### config.mk
export PLATFORM = sky130hd
export DESIGN_NAME = ssrx_top
export DESIGN_NICKNAME = d
export VERILOG_FILES = /design/src/core/ssrx_pkg.sv /design/src/core/ssrx_top.sv
export SDC_FILE = /design/constraint.sdc
export NUM_CORES = 1
export LEC_CHECK = 0
export BUFFER_PORTS_ARGS = -buffer_cell sky130_fd_sc_hd__clkbuf_2
export CORE_ASPECT_RATIO = 0.6
export CORE_UTILIZATION = 56
export CTS_BUF_LIST = sky130_fd_sc_hd__clkbuf_16
export CTS_CLUSTER_DIAMETER = 100
export DETAILED_ROUTE_END_ITERATION = 8
export GPL_ROUTABILITY_DRIVEN = 0
export PLACE_DENSITY = 0.86
export SKIP_CTS_REPAIR_TIMING = 1
export SYNTH_ARGS = -nofsm -noshare
export SYNTH_HDL_FRONTEND = slang
export SYNTH_SLANG_ARGS = --single-unit
### constraint.sdc
create_clock -name clock -period 3.6 [get_ports clock]
set_input_delay 0.18 -clock clock [delete_from_list [all_inputs] [get_ports clock]]
set_output_delay 0.18 -clock clock [all_outputs]
set_load 0.05 [all_outputs]
### src/core/ssrx_pkg.sv
// Shared constants and types for the synchronous serial receive/slave port.
// Assumes an APB slave on a 20 MHz system clock; the offsets are byte addresses.
//
// Contract
// - Master receive turns off the data pin driver; the pin is only an input.
// - Receiving starts when the single-shot or continuous enable is set.
// - Single-shot alone makes one character of clocks, then clears itself.
// - Continuous makes clocks until cleared; clearing it aborts the character.
// - With both set, single-shot clears after one character; continuous goes on.
// - Data is sampled on each trailing shift clock edge into the shifter.
// - A full character goes into the two-entry FIFO and sets the pending flag.
// - The data register shows the oldest entry; pending stays set while unread.
// - Slave mode takes the clock from the pin and never drives that pin.
// - Data changes on the leading edge, is valid at trailing; one bit per clock.
// - A third character into a full FIFO sets overrun, keeps data, stops reception.
// - Overrun clears on data read in single-shot, or on clearing continuous.
// - Clearing the port enable resets the serial unit and the overrun.
// - Nine-bit mode shifts nine bits; the ninth of the oldest entry is in status.
// - Slave: clocked mode, external clock, enabled; no receive enable means send; the code also needs the transmit enable set.
// - Slave send: second word waits until the first is out, then empty flag sets.
// - Empty flag in sleep with enables set wakes; global enable asks service.
// - Master mode drives the shift clock on the clock pin, one per bit.
// - No start or stop bits; characters are data bits only.

package ssrx_pkg;

  // Register byte offsets
  localparam logic [7:0] OFF_RX_CTRL = 8'h00;
  localparam logic [7:0] OFF_TX_CTRL = 8'h04;
  localparam logic [7:0] OFF_RX_DATA = 8'h08;
  localparam logic [7:0] OFF_TX_DATA = 8'h0C;
  localparam logic [7:0] OFF_RATE    = 8'h10;
  localparam logic [7:0] OFF_IRQ     = 8'h14;

  // Field positions of rx_status_control
  localparam int unsigned RX_SERIAL_PORT_ENABLE  = 7;
  localparam int unsigned RX_NINE  = 6;
  localparam int unsigned RX_SINGLE = 5;
  localparam int unsigned RX_CONT  = 4;
  localparam int unsigned RX_ADDR  = 3;

  // Field positions of tx_status_control
  localparam int unsigned TX_CLOCK_SOURCE_SELECT  = 7;
  localparam int unsigned TX_NINE  = 6;
  localparam int unsigned TX_EN    = 5;
  localparam int unsigned TX_SYNC  = 4;
  localparam int unsigned TX_HIGH  = 2;
  localparam int unsigned TX_NINTH = 0;

  // Field positions of the interrupt control register
  localparam int unsigned IRQ_GLOBAL = 0;
  localparam int unsigned IRQ_PERIPH = 1;
  localparam int unsigned IRQ_RX     = 2;
  localparam int unsigned IRQ_TX     = 3;
  localparam int unsigned IRQ_SLEEP  = 4;

  // Reset values
  localparam logic [7:0] RST_RX_CTRL = 8'h00;
  localparam logic [7:0] RST_TX_CTRL = 8'h02;
  localparam logic [7:0] RST_DATA    = 8'h00;

  // Character lengths
  localparam logic [3:0] BITS_SHORT = 4'h8;
  localparam logic [3:0] BITS_LONG  = 4'h9;

  // Pin drive bundle: value and enable of both two-way pins
  typedef struct packed {
    logic clock_out;
    logic clock_oe;
    logic data_out;
    logic data_oe;
  } ssrx_pins_type;

endpackage : ssrx_pkg

### src/core/ssrx_top.sv
// Synchronous serial port: master reception, slave transmit and reception.
// Assumes an APB master on clock, pins resolved outside from the enables.
`timescale 1ns/1ps
`default_nettype none

module ssrx_top
#(
  parameter int ADDR_W     = 8,
  parameter int FIFO_DEPTH = 2
)
(
  input  wire logic                  clock,
  input  wire logic                  rst,
  input  wire logic                  psel,
  input  wire logic                  penable,
  input  wire logic                  pwrite,
  input  wire logic [ADDR_W-1:0]     paddr,
  input  wire logic [31:0]           pwdata,
  output logic      [31:0]           prdata,
  output logic                       pready,
  output logic                       pslverr,
  input  wire logic                  clock_pin_in,
  input  wire logic                  data_pin_in,
  output ssrx_pkg::ssrx_pins_type    pins,
  output logic                       wake_request,
  output logic                       service_request
);
  import ssrx_pkg::*;

  localparam int PTR_W = (FIFO_DEPTH > 1) ? $clog2(FIFO_DEPTH) : 1;
  localparam logic [PTR_W:0] FULL_COUNT = FIFO_DEPTH[PTR_W:0];

  // Control and status bits
  logic       serial_port_enable;
  logic       nine_bit_receive_select;
  logic       single_shot_receive_enable;
  logic       continuous_receive_enable;
  logic       address_match_enable;
  logic       overrun_flag;
  logic       clock_source_select;
  logic       nine_bit_transmit_select;
  logic       transmit_enable_bit;
  logic       sync_mode;
  logic       high_rate_select;
  logic       transmit_ninth_bit;
  logic [7:0] rate_divisor;
  logic       global_irq_enable;
  logic       peripheral_irq_enable;
  logic       receive_irq_enable;
  logic       transmit_irq_enable;
  logic       core_sleeping;

  // Receive path state
  logic [8:0]       receive_shifter;
  logic [3:0]       rx_bit_count;
  logic [8:0]       fifo_mem [FIFO_DEPTH];
  logic [PTR_W-1:0] rd_ptr;
  logic [PTR_W-1:0] wr_ptr;
  logic [PTR_W:0]   fifo_count;

  // Transmit path state
  logic [7:0] transmit_data_holding;
  logic       tx_hold_ninth;
  logic       tx_hold_full;
  logic [8:0] transmit_shifter;
  logic       tx_busy;
  logic [3:0] tx_bit_count;
  logic       data_drive;

  // Master clock generator
  logic [7:0] div_count;
  logic       shift_clock;

  // Pin synchronisers and edge memory
  logic clk_meta;
  logic clk_sync;
  logic clk_prev;
  logic dat_meta;
  logic dat_sync;

  // Pointer step with wrap, shared by both FIFO pointers
  function automatic logic [PTR_W-1:0] ptr_step(input logic [PTR_W-1:0] p);
    if (p == PTR_W'(FIFO_DEPTH - 1))
      ptr_step = '0;
    else
      ptr_step = p + PTR_W'(1);
  endfunction : ptr_step

  // APB decode; every access completes without wait states
  wire apb_access = psel & penable;
  wire apb_wr     = apb_access & pwrite;
  wire apb_rd     = apb_access & ~pwrite;
  wire hit_rx_ctrl = paddr[7:0] == OFF_RX_CTRL;
  wire hit_tx_ctrl = paddr[7:0] == OFF_TX_CTRL;
  wire hit_rx_data = paddr[7:0] == OFF_RX_DATA;
  wire hit_tx_data = paddr[7:0] == OFF_TX_DATA;
  wire hit_rate    = paddr[7:0] == OFF_RATE;
  wire hit_irq     = paddr[7:0] == OFF_IRQ;
  wire upper_zero  = (ADDR_W <= 8) ? 1'b1 : ~|(paddr >> 8);
  wire mapped      = upper_zero & (hit_rx_ctrl | hit_tx_ctrl | hit_rx_data
                     | hit_tx_data | hit_rate | hit_irq);
  wire wr_rx_ctrl  = apb_wr & upper_zero & hit_rx_ctrl;
  wire wr_tx_ctrl  = apb_wr & upper_zero & hit_tx_ctrl;
  wire wr_tx_data  = apb_wr & upper_zero & hit_tx_data;
  wire wr_rate     = apb_wr & upper_zero & hit_rate;
  wire wr_irq      = apb_wr & upper_zero & hit_irq;
  wire rd_rx_data  = apb_rd & upper_zero & hit_rx_data;

  assign pready  = 1'b1;
  assign pslverr = apb_access & ~mapped;

  // Mode decode
  wire unit_clear = ~serial_port_enable;
  wire rx_mode    = single_shot_receive_enable
                    | continuous_receive_enable;
  wire master     = clock_source_select;
  wire sync_on    = serial_port_enable & sync_mode;
  wire rx_active  = sync_on & rx_mode & ~overrun_flag;
  wire tx_slave   = sync_on & ~master & transmit_enable_bit
                    & ~rx_mode;
  wire m_run      = rx_active & master;

  // Edges of the shift clock: ours in master mode, the pin's otherwise
  wire half_tick  = m_run & (div_count == rate_divisor);
  wire m_rise     = half_tick & ~shift_clock;
  wire m_fall     = half_tick & shift_clock;
  wire s_rise     = clk_sync & ~clk_prev;
  wire s_fall     = ~clk_sync & clk_prev;
  wire lead_edge  = master ? m_rise : s_rise;
  wire trail_edge = master ? m_fall : s_fall;

  // Receive decode
  wire [3:0] rx_bits   = nine_bit_receive_select ? BITS_LONG : BITS_SHORT;
  wire       rx_sample = rx_active & trail_edge;
  wire       rx_last   = rx_bit_count == (rx_bits - 4'h1);
  wire       char_done = rx_sample & rx_last;
  wire [8:0] next_shifter = {dat_sync, receive_shifter[8:1]};
  wire [8:0] next_char = nine_bit_receive_select ? next_shifter
                         : {1'b0, next_shifter[8:1]};
  wire       fifo_full  = fifo_count == FULL_COUNT;
  wire       fifo_empty = fifo_count == '0;
  wire       fifo_push  = char_done & ~fifo_full;
  wire       overrun_event = char_done & fifo_full;
  wire       fifo_pop   = rd_rx_data & ~fifo_empty;
  wire [8:0] fifo_head  = fifo_mem[rd_ptr];
  wire       head_ninth = ~fifo_empty & fifo_head[8]; // Reads 0 when empty; the memory has no reset
  wire       receive_pending_flag = ~fifo_empty;

  // Overrun removal: data read in single-shot, continuous cleared, port off
  wire cont_cleared = wr_rx_ctrl & ~pwdata[RX_CONT];
  wire overrun_clear = unit_clear | cont_cleared
                       | (rd_rx_data & ~continuous_receive_enable);

  // Transmit decode
  wire [3:0] tx_bits   = nine_bit_transmit_select ? BITS_LONG : BITS_SHORT;
  wire       tx_load   = tx_slave & ~tx_busy & tx_hold_full;
  wire       tx_done   = tx_busy & s_fall & (tx_bit_count == tx_bits);
  wire       transmit_empty_flag = ~tx_hold_full;
  wire       wake_cond = core_sleeping & peripheral_irq_enable
                         & ((transmit_irq_enable & transmit_empty_flag)
                         | (receive_irq_enable & receive_pending_flag));

  // Pin synchronisers; only the second stage is looked at
  always_ff @(posedge clock or posedge rst)
  begin
    if (rst)
    begin
      clk_meta <= 1'b0;
      clk_sync <= 1'b0;
      clk_prev <= 1'b0;
      dat_meta <= 1'b0;
      dat_sync <= 1'b0;
    end
    else
    begin
      clk_meta <= clock_pin_in;
      clk_sync <= clk_meta;
      clk_prev <= clk_sync;
      dat_meta <= data_pin_in;
      dat_sync <= dat_meta;
    end
  end

  // Receive control register; a software write wins over the hardware clear
  always_ff @(posedge clock or posedge rst)
  begin
    if (rst)
    begin
      serial_port_enable         <= RST_RX_CTRL[RX_SERIAL_PORT_ENABLE];
      nine_bit_receive_select    <= RST_RX_CTRL[RX_NINE];
      single_shot_receive_enable <= RST_RX_CTRL[RX_SINGLE];
      continuous_receive_enable  <= RST_RX_CTRL[RX_CONT];
      address_match_enable       <= RST_RX_CTRL[RX_ADDR];
    end
    else if (wr_rx_ctrl)
    begin
      serial_port_enable         <= pwdata[RX_SERIAL_PORT_ENABLE];
      nine_bit_receive_select    <= pwdata[RX_NINE];
      single_shot_receive_enable <= pwdata[RX_SINGLE];
      continuous_receive_enable  <= pwdata[RX_CONT];
      address_match_enable       <= pwdata[RX_ADDR];
    end
    else if (char_done)
      single_shot_receive_enable <= 1'b0;
  end

  // Overrun flag: a new overrun beats a clear in the same cycle
  always_ff @(posedge clock or posedge rst)
  begin
    if (rst)
      overrun_flag <= 1'b0;
    else if (overrun_event)
      overrun_flag <= 1'b1;
    else if (overrun_clear)
      overrun_flag <= 1'b0;
  end

  // Transmit control and rate registers
  always_ff @(posedge clock or posedge rst)
  begin
    if (rst)
    begin
      clock_source_select      <= RST_TX_CTRL[TX_CLOCK_SOURCE_SELECT];
      nine_bit_transmit_select <= RST_TX_CTRL[TX_NINE];
      transmit_enable_bit      <= RST_TX_CTRL[TX_EN];
      sync_mode                <= RST_TX_CTRL[TX_SYNC];
      high_rate_select         <= RST_TX_CTRL[TX_HIGH];
      transmit_ninth_bit       <= RST_TX_CTRL[TX_NINTH];
      rate_divisor             <= RST_DATA;
    end
    else
    begin
      if (wr_tx_ctrl)
      begin
        clock_source_select      <= pwdata[TX_CLOCK_SOURCE_SELECT];
        nine_bit_transmit_select <= pwdata[TX_NINE];
        transmit_enable_bit      <= pwdata[TX_EN];
        sync_mode                <= pwdata[TX_SYNC];
        high_rate_select         <= pwdata[TX_HIGH];
        transmit_ninth_bit       <= pwdata[TX_NINTH];
      end
      if (wr_rate)
        rate_divisor <= pwdata[7:0];
    end
  end

  // Interrupt enables and sleep; a wake ends the sleep
  always_ff @(posedge clock or posedge rst)
  begin
    if (rst)
    begin
      global_irq_enable     <= 1'b0;
      peripheral_irq_enable <= 1'b0;
      receive_irq_enable    <= 1'b0;
      transmit_irq_enable   <= 1'b0;
      core_sleeping         <= 1'b0;
      wake_request          <= 1'b0;
      service_request       <= 1'b0;
    end
    else
    begin
      wake_request    <= wake_cond;
      service_request <= wake_cond & global_irq_enable;
      if (wr_irq)
      begin
        global_irq_enable     <= pwdata[IRQ_GLOBAL];
        peripheral_irq_enable <= pwdata[IRQ_PERIPH];
        receive_irq_enable    <= pwdata[IRQ_RX];
        transmit_irq_enable   <= pwdata[IRQ_TX];
        core_sleeping         <= pwdata[IRQ_SLEEP];
      end
      else if (wake_cond)
        core_sleeping <= 1'b0;
    end
  end

  // Master shift clock: toggles every divisor+1 cycles, idles low
  always_ff @(posedge clock or posedge rst)
  begin
    if (rst)
    begin
      div_count   <= 8'h00;
      shift_clock <= 1'b0;
    end
    else if (!m_run)
    begin
      div_count   <= 8'h00;
      shift_clock <= 1'b0;
    end
    else if (half_tick)
    begin
      div_count   <= 8'h00;
      shift_clock <= ~shift_clock;
    end
    else
      div_count <= div_count + 8'h01;
  end

  // Receive shifter: data bits only, no framing bits
  always_ff @(posedge clock or posedge rst)
  begin
    if (rst)
    begin
      receive_shifter <= 9'h000;
      rx_bit_count    <= 4'h0;
    end
    else if (!rx_active)
      rx_bit_count <= 4'h0;
    else if (rx_sample)
    begin
      receive_shifter <= next_shifter;
      rx_bit_count    <= rx_last ? 4'h0 : rx_bit_count + 4'h1;
    end
  end

  // FIFO storage; stored entries are never overwritten
  always_ff @(posedge clock)
  begin
    if (fifo_push)
      fifo_mem[wr_ptr] <= next_char;
  end

  // FIFO pointers and fill level
  always_ff @(posedge clock or posedge rst)
  begin
    if (rst)
    begin
      rd_ptr     <= '0;
      wr_ptr     <= '0;
      fifo_count <= '0;
    end
    else if (unit_clear)
    begin
      rd_ptr     <= '0;
      wr_ptr     <= '0;
      fifo_count <= '0;
    end
    else
    begin
      if (fifo_push)
        wr_ptr <= ptr_step(wr_ptr);
      if (fifo_pop)
        rd_ptr <= ptr_step(rd_ptr);
      if (fifo_push && !fifo_pop)
        fifo_count <= fifo_count + (PTR_W+1)'(1);
      else if (fifo_pop && !fifo_push)
        fifo_count <= fifo_count - (PTR_W+1)'(1);
    end
  end

  // Transmit holding register; a write while it is full is dropped
  always_ff @(posedge clock or posedge rst)
  begin
    if (rst)
    begin
      transmit_data_holding <= RST_DATA;
      tx_hold_ninth         <= 1'b0;
      tx_hold_full          <= 1'b0;
    end
    else if (unit_clear)
      tx_hold_full <= 1'b0;
    else if (wr_tx_data && !tx_hold_full)
    begin
      transmit_data_holding <= pwdata[7:0];
      tx_hold_ninth         <= transmit_ninth_bit;
      tx_hold_full          <= 1'b1;
    end
    else if (tx_load)
      tx_hold_full <= 1'b0;
  end

  // Slave transmit shifter, clocked by edges of the pin clock
  always_ff @(posedge clock or posedge rst)
  begin
    if (rst)
    begin
      transmit_shifter <= 9'h000;
      tx_busy          <= 1'b0;
      tx_bit_count     <= 4'h0;
      data_drive       <= 1'b0;
    end
    else if (!tx_slave)
    begin
      tx_busy      <= 1'b0;
      tx_bit_count <= 4'h0;
    end
    else if (tx_load)
    begin
      transmit_shifter <= {tx_hold_ninth, transmit_data_holding};
      tx_busy          <= 1'b1;
      tx_bit_count     <= 4'h0;
    end
    else if (tx_done)
    begin
      tx_busy      <= 1'b0;
      tx_bit_count <= 4'h0;
    end
    else if (tx_busy && lead_edge && tx_bit_count != tx_bits)
    begin
      data_drive       <= transmit_shifter[0];
      transmit_shifter <= {1'b0, transmit_shifter[8:1]};
      tx_bit_count     <= tx_bit_count + 4'h1;
    end
  end

  // Pin drivers: clock only as master, data only in slave transmit
  assign pins = '{clock_out: shift_clock,
                  clock_oe:  sync_on & master,
                  data_out:  data_drive,
                  data_oe:   tx_slave};

  // Register read data; unused bits read as zero
  wire [7:0] rd_rx_ctrl = {serial_port_enable, nine_bit_receive_select,
                           single_shot_receive_enable,
                           continuous_receive_enable, address_match_enable,
                           1'b0, overrun_flag, head_ninth};
  wire [7:0] rd_tx_ctrl = {clock_source_select, nine_bit_transmit_select,
                           transmit_enable_bit, sync_mode, 1'b0,
                           high_rate_select, ~tx_busy, transmit_ninth_bit};
  wire [7:0] rd_irq     = {1'b0, transmit_empty_flag, receive_pending_flag,
                           core_sleeping, transmit_irq_enable,
                           receive_irq_enable, peripheral_irq_enable,
                           global_irq_enable};
  wire [7:0] rd_data    = fifo_empty ? RST_DATA : fifo_head[7:0];
  wire [7:0] rd_byte    = ~upper_zero ? 8'h00
                          : hit_rx_ctrl ? rd_rx_ctrl
                          : hit_tx_ctrl ? rd_tx_ctrl
                          : hit_rx_data ? rd_data
                          : hit_rate    ? rate_divisor
                          : hit_irq     ? rd_irq
                          : 8'h00;

  assign prdata = {24'h000000, rd_byte};

endmodule : ssrx_top

`default_nettype wire

==> results_dict.tcl, run 1 <==
set metrics [dict create \
    power_density_nw_per_um2 426 \
    p_total_mw 2.33 \
    critPathKind "input pin to output port" \
    grt_max_degree 62 \
    die_w_um 123 \
    synth_flop_cell "dfrtp_1" \
    fin_ws_ns 1.09 \
    cp_max_fo 4 \
    cp-startpoint "paddr[0]" \
    slew_headroom_pct 28.4 \
    total_leakage_power_nw 2.61 \
    syn_inst 451 \
    yosysSeqAreaShare_pct 52.3 \
    antenna_left 0 \
    numPlacedInstances 585 \
    root_buffer "clkbuf_16" \
    num_io_pins 87 \
    initial_utilization_pct 57.9 \
    busiest_layer "met2" \
    drt-initial-drc-count 240 \
    use_met1_pct 35.2 \
    slew_viol_final 0 \
    synth_edf_count 18 \
    hold_viol 0 \
    cts_tree "yes" \
    ys_async_sr_fraction_pct 82.0 \
    wl_per_cell_um 17.9 \
    path_clk_slew_ns 0.07 \
    rows 26 \
    stdcell_count 603 \
    cp.required_ns 3.42 \
    grt.total_usage_pct 25.3 \
    portBuffers 37 \
    cts_buffers 9 \
    synth_cell_types 58 \
    fin_tns_setup_ns 0 \
    die_area_um2 9240 \
    fin_crit_sh_pct 69.8 \
    nNetsFinal 536 \
    fin_worst_skew_ns 0.00938 \
    synth_warnings 0 \
    drt-vias-per-instance 5.84 \
    ys_top_cells_by_count "dfrtp_1, nand2_1, mux2_2" \
    vdd_drop_max_v 0.000255 \
    wl_um 10800 \
    dr.pass1.iters 5 \
    die_h_um 74.9 \
    cap_violations 0 \
    ys_ff_latch 100 \
    gr-usage-met2_pct 39.5 \
    grt_pass1_vias 3281 \
    finalCriticalPeriod_ns 2.51 \
    r2r-start "rate_divisor[0]" \
    critPathLaunchType "input pin" \
    status "completed" \
    synth_top_cell_by_area "dfrtp_1" \
    synth_area_um2 4950 \
    dp_hpwl_um 7590 \
    antenna_found_initial 0 \
    clock_latency_ns 0.35 \
    min_path_type "input pin to async pin" \
    vias 3521 \
    syn_to_final_growth_pct 10.5 \
    synth_most_common_cell "dfrtp_1" \
    yosys-top-cells-area "dfrtp_1, edfxtp_1, mux2_2" \
    whs_ns 0.0270 \
    setup_viol 0 \
    grt_pass1_wl_um 16900 \
    max_freq_mhz 398 \
    clock-sinks 100 \
    grt-ovfl-total 0 \
    crit_arrival_ns 2.33 \
    num_antenna_cells 0 \
    syn_area_per_cell_um2 11.0 \
    endpoint_kind "output port" \
    htree_levels 3 \
    use_met3_pct 7.20 \
    worst-r2r-cell-count 6 \
    rsz0062_at_grt "no" \
    max_slew.worst_pin.slew_ns 1.07 \
    netlist.area_leader.share_pct 41.4 \
    drc 0 \
    drive_gt1_share_pct 23.4 \
    core_area_um2 8560 \
    pre_cts_ws_ns 1.11 \
    clockBufferDepth 2 \
]
==> layout by cell type (no fill, tap or decap), types with 8 or more instances in the layout <==
cell type,synthesis,final
mux2i_1,17,17
o21ai_0,10,10
nand3_1,12,12
mux2_2,43,43
a31oi_1,9,9
dfrtp_1,82,82
and3_1,9,9
nand2_1,54,54
edfxtp_1,18,18
inv_1,8,8
clkbuf_16,0,9
conb_1,2,25
a21oi_1,14,14
xor2_1,15,15
nor2_1,32,32
clkbuf_2,0,37
==> cell families after synthesis <==
family | count (synthesis) | share of synthesized area (%)
flip-flops | 100 | 52.3
buffers and inverters | 51 | 6.31
other | 2 | 0.152
AO/OA/AOI/OAI | 60 | 7.91
XOR/XNOR | 19 | 3.36
adder cells (fa/ha/maj) | 3 | 0.758
AND/OR/NAND/NOR | 156 | 16.0
multiplexers | 60 | 13.2
==> final cells by class <==
type                       count  area (um^2)
timing repair buffer          44          243
inverter                       8         31.3
multi-input combinational    323         2150
fill                         655         3080
clock inverter                 7         95.1
sequential                   100         2590
clock buffer                   9          225
tap                          112          140
==> where the power goes <==
part / switching [mW] / internal (mW) / leakage, nW
logic: 0.109 / 0.0255 / 1.18
registers: 0.00822 / 1.16 / 1.28
clock network: 0.425 / 0.613 / 0.162
==> state kept, by name, summed over array words and instances (netlist names), 2 cells and up <==
| signal | cells |
|---|---|
| tx_bit_count | 4 |
| fifo_count | 2 |
| div_count | 8 |
| fifo_mem | 18 |
| rate_divisor | 8 |
| transmit_shifter | 9 |
| receive_shifter | 8 |
| rx_bit_count | 4 |
| transmit_data_holding | 8 |
==> metrics by stage <==
step	cell area, um^2	utilization [%]
2_1_floorplan	5040	-
3_3_place_gp	5130	60.0
3_5_place_dp	5130	60.0
4_1_cts	5460	63.8
5_1_grt	5480	64.0
6_report	5480	64.0
==> path summary, 6_finish.rpt <==
check / endpoint / slack (ns)
hold reg to reg: clk_sync / 0.36
setup reg to reg: fifo_mem[1][0] / 1.10
min in group clock: serial_port_enable / 0.10
setup / recovery: prdata[3] / 1.09
max in group asynchronous: rate_divisor[1] / 2.70
hold / removal: transmit_shifter[0] / 0.03
==> worst max-delay path, stage by stage <==
cell      delay (ns)
clkbuf_2        0.08
or4_4           0.55
or2_2           0.34
nor3b_1         0.39
a22oi_1         0.16
o21ai_0         0.28
clkbuf_2        0.35
==> per-layer routing <==
metal / vias up / routed length (um)
met2: 125 / 4950
met3: 13 / 766
met1: 1772 / 4980
met5: - / 0
met4: 0 / 91
li1: 1611 / -
(Power assumes the default switching activity.)
==> inputs of run 2 (changes only) <==
- clock period: 3.6 -> 2.5 ns (I/O delays scaled with it)
==> run 2 against run 1 <==
Effect of this change: via count shrank 0.54%; worst setup slack lost 0.97 ns; first-iteration DRC count shrank 13%; highest routed layer unchanged; global-route usage grew 0.30 points; routed wire length is essentially flat; sequential power grew 44%; cell count grew 1.2%; power grew 37%; largest cell class unchanged.
==> results_dict.tcl, run 2 (synthesized netlist as in run 1, its figures left out) <==
set metrics [dict create \
    status "completed" \
    portBuffers 37 \
    crit_path_top_delay_cell "or4_4" \
    final_cell_mix "dfrtp_1, nand2_1, mux2_2" \
    critPathLaunchType "input pin" \
    grt_pass1_wl_um 17300 \
    reg2reg_slack_ns 0.21 \
    die_area_um2 9240 \
    fin_area_um2 5530 \
    nFillCells 663 \
    nNetsFinal 543 \
    largest_registers "fifo_mem (18), transmit_shifter (9)" \
    core_area_um2 8560 \
    die_w_um 123 \
    cpPeakStageDelay_ns 0.56 \
    largest_reg_flops 18 \
    clock_latency_ns 0.35 \
    wl_per_cell_um 17.7 \
    grt-ovfl-total 0 \
    antenna_left 0 \
    drt-vias-per-instance 5.74 \
    whs_ns 0.0476 \
    top_register "fifo_mem" \
    hold_viol 0 \
    min_path_type "input pin to flip-flop" \
    dp_hpwl_um 7740 \
    layout_commonest_cell "dfrtp_1" \
    cp_max_fo 4 \
    die_h_um 74.9 \
    vdd_drop_max_v 0.000335 \
    setup_viol 0 \
    slew_headroom_pct 51.1 \
    initial_utilization_pct 57.9 \
    num_antenna_cells 0 \
    finalCriticalPeriod_ns 2.38 \
    total_leakage_power_nw 2.64 \
    fin_crit_sh_pct 95.1 \
    postPlaceCellArea_um2 5200 \
    fin_worst_skew_ns 0.00918 \
    fin_tns_setup_ns 0 \
    path_clk_slew_ns 0.07 \
    num_io_pins 87 \
    critPathKind "input pin to output port" \
    cts_tree "yes" \
    syn_to_final_growth_pct 11.6 \
    max_freq_mhz 421 \
    root_buffer "clkbuf_16" \
    grt_max_degree 43 \
    path_cells "clkbuf_2, or4_4, or2_2, nor3b_1, buf_4, a22oi_1, o21ai_1, clkbuf_2" \
    clock-sinks 100 \
    rsz0062_at_grt "no" \
    cp_common_cell "clkbuf_2" \
    slew_viol_final 0 \
    drt-initial-drc-count 210 \
    crit_arrival_ns 2.25 \
    drc 0 \
    power_density_nw_per_um2 579 \
    cp.required_ns 2.38 \
    antenna_found_initial 0 \
    drive_gt1_share_pct 25.1 \
    grt.total_usage_pct 25.6 \
    dr.pass1.iters 4 \
    clockBufferDepth 2 \
    vias 3502 \
    endpoint_kind "output port" \
    max_slew.worst_pin.slew_ns 0.733 \
    grt_pass1_vias 3338 \
    htree_levels 3 \
    rows 26 \
    wl_um 10800 \
    cap_violations 0 \
    cts_buffers 9 \
]
==> run 2: cell count changes in the layout (fill, tap and decap cells not counted), moves of 2 or more <==
cell       previous run  this run
buf_4                 5        10
bufinv_16             2         0
clkinv_4              0         2
nor4_1                5         3
nor4_2                2         4
==> run 2: cell type report <==
class	count	area, um^2	area share (%)
Clock buffer	9	225	4.07
Clock inverter	7	57.6	1.04
Inverter	8	31.3	0.566
Multi-Input combinational cell	323	2170	39.3
Sequential cell	100	2590	46.9
Tap cell	112	140	2.54
Timing Repair Buffer	51	310	5.61
==> run 2: final timing paths <==
kind / from / endpoint / cells after the start
worst min-delay path: pwdata[1] / rate_divisor[1] / 2
min in group asynchronous: rst / transmit_data_holding[1] / 3
worst max register to register: rate_divisor[0] / rx_bit_count[2] / 6
max in group asynchronous: rst / clk_meta / 4
worst min register to register: clk_meta / clk_sync / 0
worst max-delay path: paddr[0] / prdata[3] / 8
==> run 2: worst max-delay path: cells and delay by family <==
kind                   cells  cell delay [ns]
AOI/OAI and AO/OA          2             0.32
buffers and inverters      3             0.58
and+or+nand+nor            3             1.21
==> run 2: metal layers <==
metal / vias to the layer above / track usage (%) / routed length [um]
met3: 20 / 7.12 / 807
met1: 1731 / 36.5 / 5000
met5: - / 0 / 0
li1: 1633 / - / -
met2: 118 / 38.7 / 4820
met4: 0 / 7.10 / 174
==> run 2: per-stage QoR <==
stage / utilization, % / total power [mW] / instances / setup slack (ns)
after detailed placement: 60.8 / 1.90 / 591 / 0.135
after global routing: 64.6 / 3.30 / 610 / 0.0617
after global placement: 60.8 / 1.90 / 591 / 0.179
final: 64.6 / 3.20 / 610 / 0.123
after floorplan: - / 1.88 / 474 / 0.0220
after CTS: 64.1 / 3.22 / 607 / 0.0977
==> run 2: power breakdown <==
| part | switching, mW | internal [mW] | leakage, nW |
|---|---|---|---|
| clock network | 0.637 | 0.689 | 0.140 |
| registers | 0.00935 | 1.66 | 1.28 |
| logic | 0.162 | 0.0420 | 1.22 |
| total | 0.808 | 2.39 | 2.64 |
